<file path="config.mk">
export PLATFORM = sky130hd
export DESIGN_NAME = scan_mem_ctrl
export DESIGN_NICKNAME = d
export VERILOG_FILES = /design/src/rtl/scan_mem_pkg.sv /design/src/rtl/sweep_if.sv /design/src/rtl/region_clear_sweep.sv /design/src/rtl/scan_mem_ctrl.sv
export SDC_FILE = /design/constraint.sdc
export NUM_CORES = 2
export LEC_CHECK = 0
export BUFFER_PORTS_ARGS = -buffer_cell sky130_fd_sc_hd__clkbuf_2
export CAP_MARGIN = 0
export CORE_AREA = 2 2 448 450
export DETAILED_ROUTE_END_ITERATION = 10
export DIE_AREA = 0 0 450 452
export PLACE_DENSITY = 0.45
export SLEW_MARGIN = 10
export SYNTH_ARGS = -nofsm -noshare
export SYNTH_HDL_FRONTEND = slang
export SYNTH_SLANG_ARGS = --single-unit
</file>
<file path="constraint.sdc">
create_clock -name clk_i -period 6 [get_ports clk_i]
set_input_delay 0.9 -clock clk_i [delete_from_list [all_inputs] [get_ports clk_i]]
set_output_delay 0.9 -clock clk_i [all_outputs]
set_load 0.02 [all_outputs]
</file>
<file path="src/rtl/scan_mem_pkg.sv">
// Package: constants, types and helpers for the scan memory retention block
package scan_mem_pkg;

	localparam int REGION_N = 8;
	localparam int IO_BITS  = 256;

	// Memory regions swept by the clear engine
	typedef enum logic [2:0] {
		RG_AUX   = 3'h0,
		RG_STEP  = 3'h1,
		RG_TIMER = 3'h2,
		RG_CNT   = 3'h3,
		RG_WIDE  = 3'h4,
		RG_DATA  = 3'h5,
		RG_INDEX = 3'h6,
		RG_FILE  = 3'h7
	} region_t;

	// Scan sequencer states
	typedef enum logic [4:0] {
		ST_STOP   = 5'h01,
		ST_CLEAR  = 5'h02,
		ST_SAMPLE = 5'h04,
		ST_EXEC   = 5'h08,
		ST_OUTPUT = 5'h10
	} scan_state_t;

	// Last address of each region
	localparam logic [15:0] REGION_LAST [REGION_N] = '{16'h1FFF, 16'h07FF, 16'h01FF,
		16'h01FF, 16'h00FF, 16'h752F, 16'h0009, 16'hFFFF};
	// Latched window reset values; timers and index registers hold an empty window
	localparam logic [15:0] WIN_LO_RST [REGION_N] = '{16'h1770, 16'h0200, 16'h0001,
		16'h01C0, 16'h0080, 16'h4E20, 16'h0001, 16'h0000};
	localparam logic [15:0] WIN_HI_RST [REGION_N] = '{16'h1FFF, 16'h03FF, 16'h0000,
		16'h01FF, 16'h00FF, 16'h752F, 16'h0000, 16'hFFFF};
	// Regions whose window software may move
	localparam logic [7:0]  REGION_LATCHABLE = 8'h3B;

	// Register byte offsets
	localparam logic [7:0]  ADR_CTRL     = 8'h00;
	localparam logic [7:0]  ADR_STATUS   = 8'h04;
	localparam logic [7:0]  ADR_START    = 8'h08;
	localparam logic [7:0]  ADR_PC       = 8'h0C;
	localparam logic [7:0]  ADR_SCAN_LO  = 8'h10;
	localparam logic [7:0]  ADR_SCAN_HI  = 8'h14;
	localparam logic [7:0]  ADR_SCAN_BCD = 8'h18;
	localparam logic [2:0]  ADR_WIN_PAGE = 3'h1;

	// Control register fields
	localparam int CTRL_RUN        = 0;
	localparam int CTRL_S2R_RETAIN = 1;
	localparam int CTRL_R2S_RETAIN = 2;
	localparam int CTRL_RESTORE    = 3;
	localparam int CTRL_CLR_NL     = 4;
	localparam int CTRL_CLR_LAT    = 5;

	// Control reset values
	localparam logic        S2R_RETAIN_RST = 1'b0;
	localparam logic        R2S_RETAIN_RST = 1'b0;
	localparam logic [15:0] START_ADDR_RST = 16'h0000;

	// Address inside an inclusive latched window
	function automatic logic is_latched(input logic [15:0] a, input logic [15:0] lo,
		input logic [15:0] hi);
		return (a >= lo) && (a <= hi);
	endfunction : is_latched

	// Three octal digits held one per nibble, at most 377
	function automatic logic octal_ok(input logic [11:0] num);
		return (num[11:10] == 2'h0) && !num[7] && !num[3];
	endfunction : octal_ok

	function automatic logic [7:0] octal_index(input logic [11:0] num);
		return {num[9:8], num[6:4], num[2:0]};
	endfunction : octal_index

	// Four-digit decimal increment, one digit per nibble
	function automatic logic [15:0] bcd_inc(input logic [15:0] v);
		logic [15:0] r;
		logic        c;
		r = v;
		c = 1'b1;
		for (int i = 0; i < 4; i++) begin
			if (c) begin
				if (r[i*4 +: 4] == 4'h9) begin
					r[i*4 +: 4] = 4'h0;
				end else begin
					r[i*4 +: 4] = r[i*4 +: 4] + 4'h1;
					c = 1'b0;
				end
			end
		end
		return r;
	endfunction : bcd_inc

	// Byte-lane merge for bus writes
	function automatic logic [31:0] merge_bytes(input logic [31:0] old, input logic [31:0] nw,
		input logic [3:0] sel);
		logic [31:0] r;
		r = old;
		for (int i = 0; i < 4; i++) begin
			if (sel[i]) begin
				r[i*8 +: 8] = nw[i*8 +: 8];
			end
		end
		return r;
	endfunction : merge_bytes

endpackage : scan_mem_pkg

</file>
<file path="src/rtl/sweep_if.sv">
// Interface: clear job request and sweep results between sequencer and engine
`timescale 1ns/1ps
`default_nettype none
interface sweep_if;
	import scan_mem_pkg::*;
	logic          start;
	logic          sel_nl;
	logic          sel_lat;
	logic          sel_fr;
	logic [15:0]   win_lo [REGION_N];
	logic [15:0]   win_hi [REGION_N];
	logic          busy;
	logic          done;
	logic          clr_valid;
	region_t       clr_region;
	logic [15:0]   clr_addr;

	modport ctrl (output start, sel_nl, sel_lat, sel_fr, win_lo, win_hi,
		input busy, done, clr_valid, clr_region, clr_addr);
	modport engine (input start, sel_nl, sel_lat, sel_fr, win_lo, win_hi,
		output busy, done, clr_valid, clr_region, clr_addr);
endinterface : sweep_if
`default_nettype wire
</file>
<file path="src/rtl/region_clear_sweep.sv">
// Module: walks every memory region and issues zeroing strobes per clear job
`timescale 1ns/1ps
`default_nettype none
module region_clear_sweep (
	input  wire logic clk_i,
	input  wire logic rst_i,
	sweep_if.engine   sw
);
	import scan_mem_pkg::*;

	logic        busy_reg;
	region_t     region_reg;
	logic [15:0] addr_reg;
	logic        nl_reg;
	logic        lat_reg;
	logic        fr_reg;
	logic        skip;
	logic        last;
	logic        want;
	logic        latched;
	logic        valid_reg;
	region_t     out_region_reg;
	logic [15:0] out_addr_reg;
	logic        done_reg;

	////////////////////////////////////////////////////////////////////////
	// Decide per address whether the running job zeroes it
	always_comb begin
		latched = is_latched(addr_reg, sw.win_lo[region_reg], sw.win_hi[region_reg]);
		if (region_reg == RG_FILE) begin
			skip = !fr_reg;
			want = fr_reg;
		end else begin
			skip = !(nl_reg || (lat_reg && REGION_LATCHABLE[region_reg]));
			want = (nl_reg && !latched) || (lat_reg && latched);
		end
		last = skip || (addr_reg == REGION_LAST[region_reg]);
	end

	// Walk regions in order, skipping those the job leaves alone
	always_ff @(posedge clk_i) begin
		if (rst_i) begin
			busy_reg   <= 1'b0;
			region_reg <= RG_AUX;
			addr_reg   <= 16'h0000;
			nl_reg     <= 1'b0;
			lat_reg    <= 1'b0;
			fr_reg     <= 1'b0;
		end else if (!busy_reg && sw.start) begin
			busy_reg   <= 1'b1;
			region_reg <= RG_AUX;
			addr_reg   <= 16'h0000;
			nl_reg     <= sw.sel_nl;
			lat_reg    <= sw.sel_lat;
			fr_reg     <= sw.sel_fr;
		end else if (busy_reg) begin
			if (last) begin
				addr_reg <= 16'h0000;
				if (region_reg == RG_FILE) begin
					busy_reg <= 1'b0;
				end else begin
					region_reg <= region_t'(region_reg + 3'h1);
				end
			end else begin
				addr_reg <= addr_reg + 16'h0001;
			end
		end
	end

	// Registered strobe outputs
	always_ff @(posedge clk_i) begin
		if (rst_i) begin
			valid_reg      <= 1'b0;
			out_region_reg <= RG_AUX;
			out_addr_reg   <= 16'h0000;
			done_reg       <= 1'b0;
		end else begin
			valid_reg      <= busy_reg && !skip && want;
			out_region_reg <= region_reg;
			out_addr_reg   <= addr_reg;
			done_reg       <= busy_reg && last && (region_reg == RG_FILE);
		end
	end

	assign sw.busy       = busy_reg;
	assign sw.done       = done_reg;
	assign sw.clr_valid  = valid_reg;
	assign sw.clr_region = out_region_reg;
	assign sw.clr_addr   = out_addr_reg;
endmodule : region_clear_sweep
`default_nettype wire

</file>
<file path="src/rtl/scan_mem_ctrl.sv">
// Module: scan sequencer, I/O images and retention control with Wishbone registers
//
// Decided for this implementation: the register addresses and the Wishbone interface to the registers.
`timescale 1ns/1ps
`default_nettype none
module scan_mem_ctrl (
	input  wire logic                 clk_i,
	input  wire logic                 rst_i,
	input  wire logic [7:0]           wb_adr_i,
	input  wire logic [31:0]          wb_dat_i,
	output logic [31:0]               wb_dat_o,
	input  wire logic [3:0]           wb_sel_i,
	input  wire logic                 wb_we_i,
	input  wire logic                 wb_cyc_i,
	input  wire logic                 wb_stb_i,
	output logic                      wb_ack_o,
	input  wire logic [255:0]         x_pins_i,
	output logic [255:0]              y_pins_o,
	output logic [255:0]              x_image_o,
	output logic [255:0]              y_image_o,
	output logic                      exec_o,
	output logic [15:0]               prog_addr_o,
	input  wire logic                 step_i,
	input  wire logic                 end_i,
	input  wire logic                 y_wr_i,
	input  wire logic [11:0]          y_num_i,
	input  wire logic                 y_val_i,
	output logic                      clr_valid_o,
	output scan_mem_pkg::region_t     clr_region_o,
	output logic [15:0]               clr_addr_o
);
	import scan_mem_pkg::*;

	sweep_if sw ();

	logic                 ack_reg;
	logic [31:0]          rdata_reg;
	logic                 wb_req;
	logic                 wr_ctrl;
	logic                 wr_start;
	logic                 wr_win;
	logic [31:0]          ctrl_word;
	logic [31:0]          wdata;
	logic [2:0]           win_idx;
	logic                 win_ok;
	logic                 restore;
	logic                 set_nl;
	logic                 set_lat;
	logic                 run_reg;
	logic                 s2r_retain_reg;
	logic                 r2s_retain_reg;
	logic [15:0]          start_addr_reg;
	logic [15:0]          win_lo_reg [REGION_N];
	logic [15:0]          win_hi_reg [REGION_N];
	scan_state_t          state_reg;
	logic [15:0]          pc_reg;
	logic [255:0]         x_image_reg;
	logic [255:0]         y_image_reg;
	logic [255:0]         y_pins_reg;
	logic [31:0]          scan_cnt_reg;
	logic [15:0]          scan_bcd_reg;
	logic                 pend_nl_reg;
	logic                 pend_lat_reg;
	logic                 pend_fr_reg;
	logic                 flag_nl_reg;
	logic                 flag_lat_reg;
	logic                 job_nl_reg;
	logic                 job_lat_reg;
	logic                 pend_any;
	logic                 s2r_event;
	logic                 r2s_clear;
	logic                 ev_nl;
	logic                 clear_y;

	////////////////////////////////////////////////////////////////////////
	// Wishbone slave decode
	assign wb_req   = wb_cyc_i && wb_stb_i && !ack_reg;
	assign wr_ctrl  = wb_req && wb_we_i && (wb_adr_i == ADR_CTRL);
	assign wr_start = wb_req && wb_we_i && (wb_adr_i == ADR_START);
	assign wr_win   = wb_req && wb_we_i && (wb_adr_i[7:5] == ADR_WIN_PAGE)
		&& (wb_adr_i[1:0] == 2'h0);
	assign win_idx  = wb_adr_i[4:2];
	assign ctrl_word = {26'h0, flag_lat_reg, flag_nl_reg, 1'b0, r2s_retain_reg,
		s2r_retain_reg, run_reg};
	assign wdata    = merge_bytes(wr_win ? {win_hi_reg[win_idx], win_lo_reg[win_idx]}
		: wr_start ? {16'h0000, start_addr_reg} : ctrl_word, wb_dat_i, wb_sel_i);
	// Window must be ordered, inside the type's range, and not moved mid-sweep
	assign win_ok   = REGION_LATCHABLE[win_idx] && (wdata[15:0] <= wdata[31:16])
		&& (wdata[31:16] <= REGION_LAST[win_idx]) && !sw.busy && !pend_any;
	assign restore  = wr_ctrl && wdata[CTRL_RESTORE];
	assign set_nl   = wr_ctrl && wdata[CTRL_CLR_NL];
	assign set_lat  = wr_ctrl && wdata[CTRL_CLR_LAT];

	// Acknowledge one cycle after the request, drop it the cycle after
	always_ff @(posedge clk_i) begin
		if (rst_i) begin
			ack_reg <= 1'b0;
		end else begin
			ack_reg <= wb_req;
		end
	end

	// Read data; unmapped addresses read zero
	always_ff @(posedge clk_i) begin
		if (rst_i) begin
			rdata_reg <= 32'h00000000;
		end else if (wb_req) begin
			rdata_reg <= 32'h00000000;
			if (wb_adr_i[7:5] == ADR_WIN_PAGE && wb_adr_i[1:0] == 2'h0) begin
				rdata_reg <= {win_hi_reg[win_idx], win_lo_reg[win_idx]};
			end else begin
				case (wb_adr_i)
					ADR_CTRL:     rdata_reg <= ctrl_word;
					ADR_STATUS:   rdata_reg <= {25'h0, pend_any, sw.busy, state_reg};
					ADR_START:    rdata_reg <= {16'h0000, start_addr_reg};
					ADR_PC:       rdata_reg <= {16'h0000, pc_reg};
					ADR_SCAN_LO:  rdata_reg <= {16'h0000, scan_cnt_reg[15:0]};
					ADR_SCAN_HI:  rdata_reg <= {16'h0000, scan_cnt_reg[31:16]};
					ADR_SCAN_BCD: rdata_reg <= {16'h0000, scan_bcd_reg};
					default:      rdata_reg <= 32'h00000000;
				endcase
			end
		end
	end

	assign wb_ack_o = ack_reg;
	assign wb_dat_o = rdata_reg;

	////////////////////////////////////////////////////////////////////////
	// Control options; restore brings back the defaults
	always_ff @(posedge clk_i) begin
		if (rst_i || restore) begin
			run_reg        <= 1'b0;
			s2r_retain_reg <= S2R_RETAIN_RST;
			r2s_retain_reg <= R2S_RETAIN_RST;
			start_addr_reg <= START_ADDR_RST;
		end else if (wr_ctrl) begin
			run_reg        <= wdata[CTRL_RUN];
			s2r_retain_reg <= wdata[CTRL_S2R_RETAIN];
			r2s_retain_reg <= wdata[CTRL_R2S_RETAIN];
		end else if (wr_start) begin
			start_addr_reg <= wdata[15:0];
		end
	end

	// Latched windows per region
	always_ff @(posedge clk_i) begin
		if (rst_i || restore) begin
			for (int i = 0; i < REGION_N; i++) begin
				win_lo_reg[i] <= WIN_LO_RST[i];
				win_hi_reg[i] <= WIN_HI_RST[i];
			end
		end else if (wr_win && win_ok) begin
			win_lo_reg[win_idx] <= wdata[15:0];
			win_hi_reg[win_idx] <= wdata[31:16];
		end
	end

	assign sw.win_lo = win_lo_reg;
	assign sw.win_hi = win_hi_reg;

	////////////////////////////////////////////////////////////////////////
	// Clear events
	assign s2r_event = (state_reg == ST_STOP) && run_reg;
	assign r2s_clear = (state_reg == ST_OUTPUT) && !run_reg && !r2s_retain_reg;
	assign ev_nl     = (s2r_event && !s2r_retain_reg) || set_nl || restore;
	assign clear_y   = ev_nl || r2s_clear;
	assign pend_any  = pend_nl_reg || pend_lat_reg || pend_fr_reg;
	assign sw.start  = !sw.busy && pend_any;
	assign sw.sel_nl = pend_nl_reg;
	assign sw.sel_lat = pend_lat_reg;
	assign sw.sel_fr = pend_fr_reg;

	// Pending jobs; a new request wins over the hand-off to the engine
	always_ff @(posedge clk_i) begin
		if (rst_i) begin
			pend_nl_reg  <= 1'b1;
			pend_lat_reg <= 1'b0;
			pend_fr_reg  <= 1'b0;
		end else begin
			pend_nl_reg  <= ev_nl || (pend_nl_reg && !sw.start);
			pend_lat_reg <= set_lat || restore || (pend_lat_reg && !sw.start);
			pend_fr_reg  <= restore || (pend_fr_reg && !sw.start);
		end
	end

	// Clear flags drop when the job that carried them finishes
	always_ff @(posedge clk_i) begin
		if (rst_i) begin
			flag_nl_reg  <= 1'b0;
			flag_lat_reg <= 1'b0;
			job_nl_reg   <= 1'b0;
			job_lat_reg  <= 1'b0;
		end else begin
			flag_nl_reg  <= set_nl || (flag_nl_reg && !(sw.done && job_nl_reg));
			flag_lat_reg <= set_lat || (flag_lat_reg && !(sw.done && job_lat_reg));
			if (sw.start) begin
				job_nl_reg  <= flag_nl_reg;
				job_lat_reg <= flag_lat_reg;
			end
		end
	end

	////////////////////////////////////////////////////////////////////////
	// Scan sequencer
	always_ff @(posedge clk_i) begin
		if (rst_i) begin
			state_reg <= ST_STOP;
		end else begin
			case (state_reg)
				ST_STOP:   if (run_reg) begin
					state_reg <= ST_CLEAR;
				end
				ST_CLEAR:  if (!run_reg) begin
					state_reg <= ST_STOP;
				end else if (!sw.busy && !pend_any) begin
					state_reg <= ST_SAMPLE;
				end
				ST_SAMPLE: state_reg <= ST_EXEC;
				ST_EXEC:   if (end_i) begin
					state_reg <= ST_OUTPUT;
				end
				ST_OUTPUT: state_reg <= run_reg ? ST_SAMPLE : ST_STOP;
				default:   state_reg <= ST_STOP;
			endcase
		end
	end

	// Program counter: loaded at sampling, advanced per executed step
	always_ff @(posedge clk_i) begin
		if (rst_i) begin
			pc_reg <= START_ADDR_RST;
		end else if (state_reg == ST_SAMPLE) begin
			pc_reg <= start_addr_reg;
		end else if (state_reg == ST_EXEC && step_i) begin
			pc_reg <= pc_reg + 16'h0001;
		end
	end

	// Input and output images
	always_ff @(posedge clk_i) begin
		if (rst_i) begin
			x_image_reg <= '0;
			y_image_reg <= '0;
		end else begin
			if (ev_nl) begin
				x_image_reg <= '0;
			end else if (state_reg == ST_SAMPLE) begin
				x_image_reg <= x_pins_i;
			end
			if (clear_y) begin
				y_image_reg <= '0;
			end else if (state_reg == ST_EXEC && y_wr_i && octal_ok(y_num_i)) begin
				y_image_reg[octal_index(y_num_i)] <= y_val_i;
			end
		end
	end

	// Output terminals refresh after the end instruction
	always_ff @(posedge clk_i) begin
		if (rst_i) begin
			y_pins_reg <= '0;
		end else if (clear_y) begin
			y_pins_reg <= '0;
		end else if (state_reg == ST_OUTPUT) begin
			y_pins_reg <= y_image_reg;
		end
	end

	// Scan counters, binary double word and decimal digits
	always_ff @(posedge clk_i) begin
		if (rst_i) begin
			scan_cnt_reg <= 32'h00000000;
			scan_bcd_reg <= 16'h0000;
		end else if (state_reg == ST_OUTPUT) begin
			scan_cnt_reg <= scan_cnt_reg + 32'h00000001;
			scan_bcd_reg <= bcd_inc(scan_bcd_reg);
		end
	end

	assign y_pins_o     = y_pins_reg;
	assign x_image_o    = x_image_reg;
	assign y_image_o    = y_image_reg;
	assign exec_o       = (state_reg == ST_EXEC);
	assign prog_addr_o  = pc_reg;
	assign clr_valid_o  = sw.clr_valid;
	assign clr_region_o = sw.clr_region;
	assign clr_addr_o   = sw.clr_addr;

	region_clear_sweep u_sweep (
		.clk_i (clk_i),
		.rst_i (rst_i),
		.sw    (sw.engine)
	);
endmodule : scan_mem_ctrl
`default_nettype wire

</file>
==> results by group <==
Clock tree
  • CTS Sinks: 1197
  • # hold bufs at CTS: 0
  • H-tree Lvls: 4
  • Clock Latency Late Sink: 820 ps
  • Clock Tree Buf Depth: 3
  • Setup repair bufs after CTS: 0
  • TritonCTS clock tree: done
  • Inserted Clock Buffers: 143
  • Clock root buffer: clkbuf_16
  • Resized Gates After CTS: 0
  • Clock-pin slew on the worst setup and hold paths: 60 ps

Route
  • Antenna Nets Post-Route: 0
  • Detailed Route WL: 248.3 mm
  • DRT Pass-1 Iters: 9
  • DR vias/cell: 5.062
  • Via Count: 48658
  • DR iter-0 viols: 4857
  • WL per Instance: 25.83 um
  • DRC viols: 0

Yosys
  • Top post-synthesis cells by area: dfxtp_1 48%, nand2_1 10%, a21oi_1 8.7%
  • Synth top area share: 48.39%
  • Cell Area, Synth: 0.04952 mm^2
  • Distinct cells, synth: 81
  • Mapped Avg Cell Area: 8.459 um^2
  • Largest area contributor in the netlist: dfxtp_1
  • Number of synthesized register bits: 1197
  • Primary FF master, synth: dfxtp_1
  • Synth warn: 0
  • Post-synth EDFFs: 0
  • Fraction of registers with async set/reset: 0%
  • Count leader, synth: nand2_1
  • Post-Synthesis Cells: 5854
  • Mapped Nets: 6248
  • Most frequent cells after synthesis: 1349 x nand2_1, 1197 x dfxtp_1, 865 x a21oi_1, 345 x clkbuf_1, 314 x o21ai_0
  • Sequential area share after synthesis: 48.39%

Critical path
  • Reg2reg start: wb_ack_o$_SDFF_PP0_
  • Worst EP arrival: 5720 ps
  • R2R Path End: sw.win_lo[66]$_SDFFE_PP0P_
  • Startpoint class of the critical path: primary input
  • Reg2reg setup slack: 1070 ps
  • WP data required: 6680 ps
  • CP Max Fanout: 16
  • Crit. End Element: register
  • Critical path class: in2reg
  • R2R depth: 14

Worst hold path
  • Worst Hold Path EP: x_image_o[95]$_SDFFE_PP0P_
  • HP Class: in2reg
  • Hold Path Origin: x_pins_i[95]
  • Hold path depth: 3

Placement
  • Port Buffer Count: 1158
  • DP Worst Slack: 228.6 ps
  • Placed Cells incl. Taps: 9362
  • Placed wire-length estimate: 185.0 mm
  • GPL Wtd Cong: 0.9714

GRT
  • First-pass GRT wire length: 346.7 mm
  • Remaining Overflow, GRT: 0
  • Initial antenna violation count: 11
  • Vias in the first global route: 46085
  • Largest net degree at the start of global routing: 200
  • Gr usage total: 23.15%

Floorplanning
  • Core ar.: 0.1986 mm^2
  • Num rows: 164
  • Die X: 450 um
  • Starting Density: 24.93%
  • Chip height: 452 um
  • Die area: 0.2034 mm^2
  • I/O pin cnt: 1159

Flow run
  • Max Cap Violations: 0

Run status
  • Status: finished, final reports clean

STA
  • Finish-stage setup viols: 0
  • Fin. Hold Viols: 0
  • Relative slew slack: 12.99%
  • Worst Setup Slack, final: 955.9 ps
  • Max Clock Skew: 68.14 ps
  • Tightest Pin Transition: 1304 ps
  • Fmax: 198.3 MHz
  • Slew Limit Fails: 0
  • Fin Setup TNS: 0 ps
  • Min Clock Period, post-route: 5044 ps
  • Unrepaired setup endpoints after global routing: false
  • Final period utilization: 84.07%

Pwr
  • Maximum VDD drop: 249.5 uV
  • P_leak: 24.58 nW
  • Total Power: 17.67 mW
  • Pwr Density: 280.2 mW/mm^2

Finish
  • Syn-to-layout area delta: 27.35%
  • # fillers: 21276
  • Layout cells sized above 1: 24.24%
  • Final non-filler cell total: 9613
  • Final nets: 7245
  • Post-Route Utilization: 31.75%
==> power breakdown <==
part / switching (mW) / total, mW / internal (mW)
registers: 0.0320 / 7.99 / 7.96
logic: 0.568 / 0.844 / 0.275
clock network: 3.78 / 8.84 / 5.06
==> critical path, cell delays in order <==
cell	delay, ps
buf_2	270
buf_4	260
nor2b_1	690
a221oi_1	220
o22ai_1	460
nor2_1	80
o21ai_0	170
a22o_1	170
ha_1	260
a21oi_1	160
o21ai_0	100
a211oi_1	220
o21ai_0	130
a221oi_1	350
o22ai_2	130
or4_2	700
buf_4	270
mux2i_1	150
==> stage by stage <==
| step | area, um^2 | hold slack [ps] |
|---|---|---|
| 3_3_place_gp | 58320 | 440.7 |
| 4_1_cts | 63040 | 225.4 |
| 5_1_grt | 63050 | 262.5 |
| 2_1_floorplan | 49520 | 422.3 |
| 6_report | 63060 | 313.6 |
| 3_5_place_dp | 58320 | 445.8 |
==> metal layers <==
metal  up-vias  track usage, %  wire (um)
met3       421           5.891      19100
met2      2022           38.97     119800
met1     24025           27.91      98630
met5         -               0         42
li1      22184               -          -
met4         6           9.852      10800
==> layout make-up <==
class	instances	area (um^2)	share of cell area, %
multi-input combinational	4150	23630	37.47
sequential	1197	23970	38.02
antenna	6	15.01	0.02381
clock buffer	205	4131	6.552
timing repair buffer	1318	7243	11.49
clock inverter	40	591.8	0.9385
inverter	41	153.9	0.2441
tap	2656	3323	5.270
==> cell families after synthesis <==
family,share of synthesized area (%)
and+or+nand+nor,19.44
AOI/OAI and AO/OA,15.99
DFF,48.39
buffers and inverters,4.293
muxes,8.932
adders and majority gates,1.865
xor gates and xnor gates,1.079
==> worst max-delay path by stage <==
stage	endpoint	depth (start not counted)	start	slack, ps
6_report	sw.win_lo[66]$_SDFFE_PP0P_	18	wb_adr_i[3]	960
5_1_grt	sw.win_lo[64]$_SDFFE_PP0P_	17	wb_adr_i[2]	810
4_1_cts	sw.win_lo[66]$_SDFFE_PP0P_	18	wb_adr_i[3]	1110
3_5_place_dp	sw.win_lo[66]$_SDFFE_PP0P_	18	wb_adr_i[3]	230
3_3_place_gp	sw.win_lo[79]$_SDFFE_PP0P_	18	wb_adr_i[3]	280
2_1_floorplan	sw.win_lo[35]$_SDFFE_PP0P_	19	wb_adr_i[2]	550
==> cells in the final DEF (no fill, tap or decap), drive strengths merged, types with 163 or more instances in the layout <==
cell,count
nand2,1349
o21ai,315
dfxtp,1197
mux2i,254
nor2,284
nand3,300
clkbuf,1360
a21oi,866
buf,163
No activity file was read; power rests on OpenSTA's default activity.
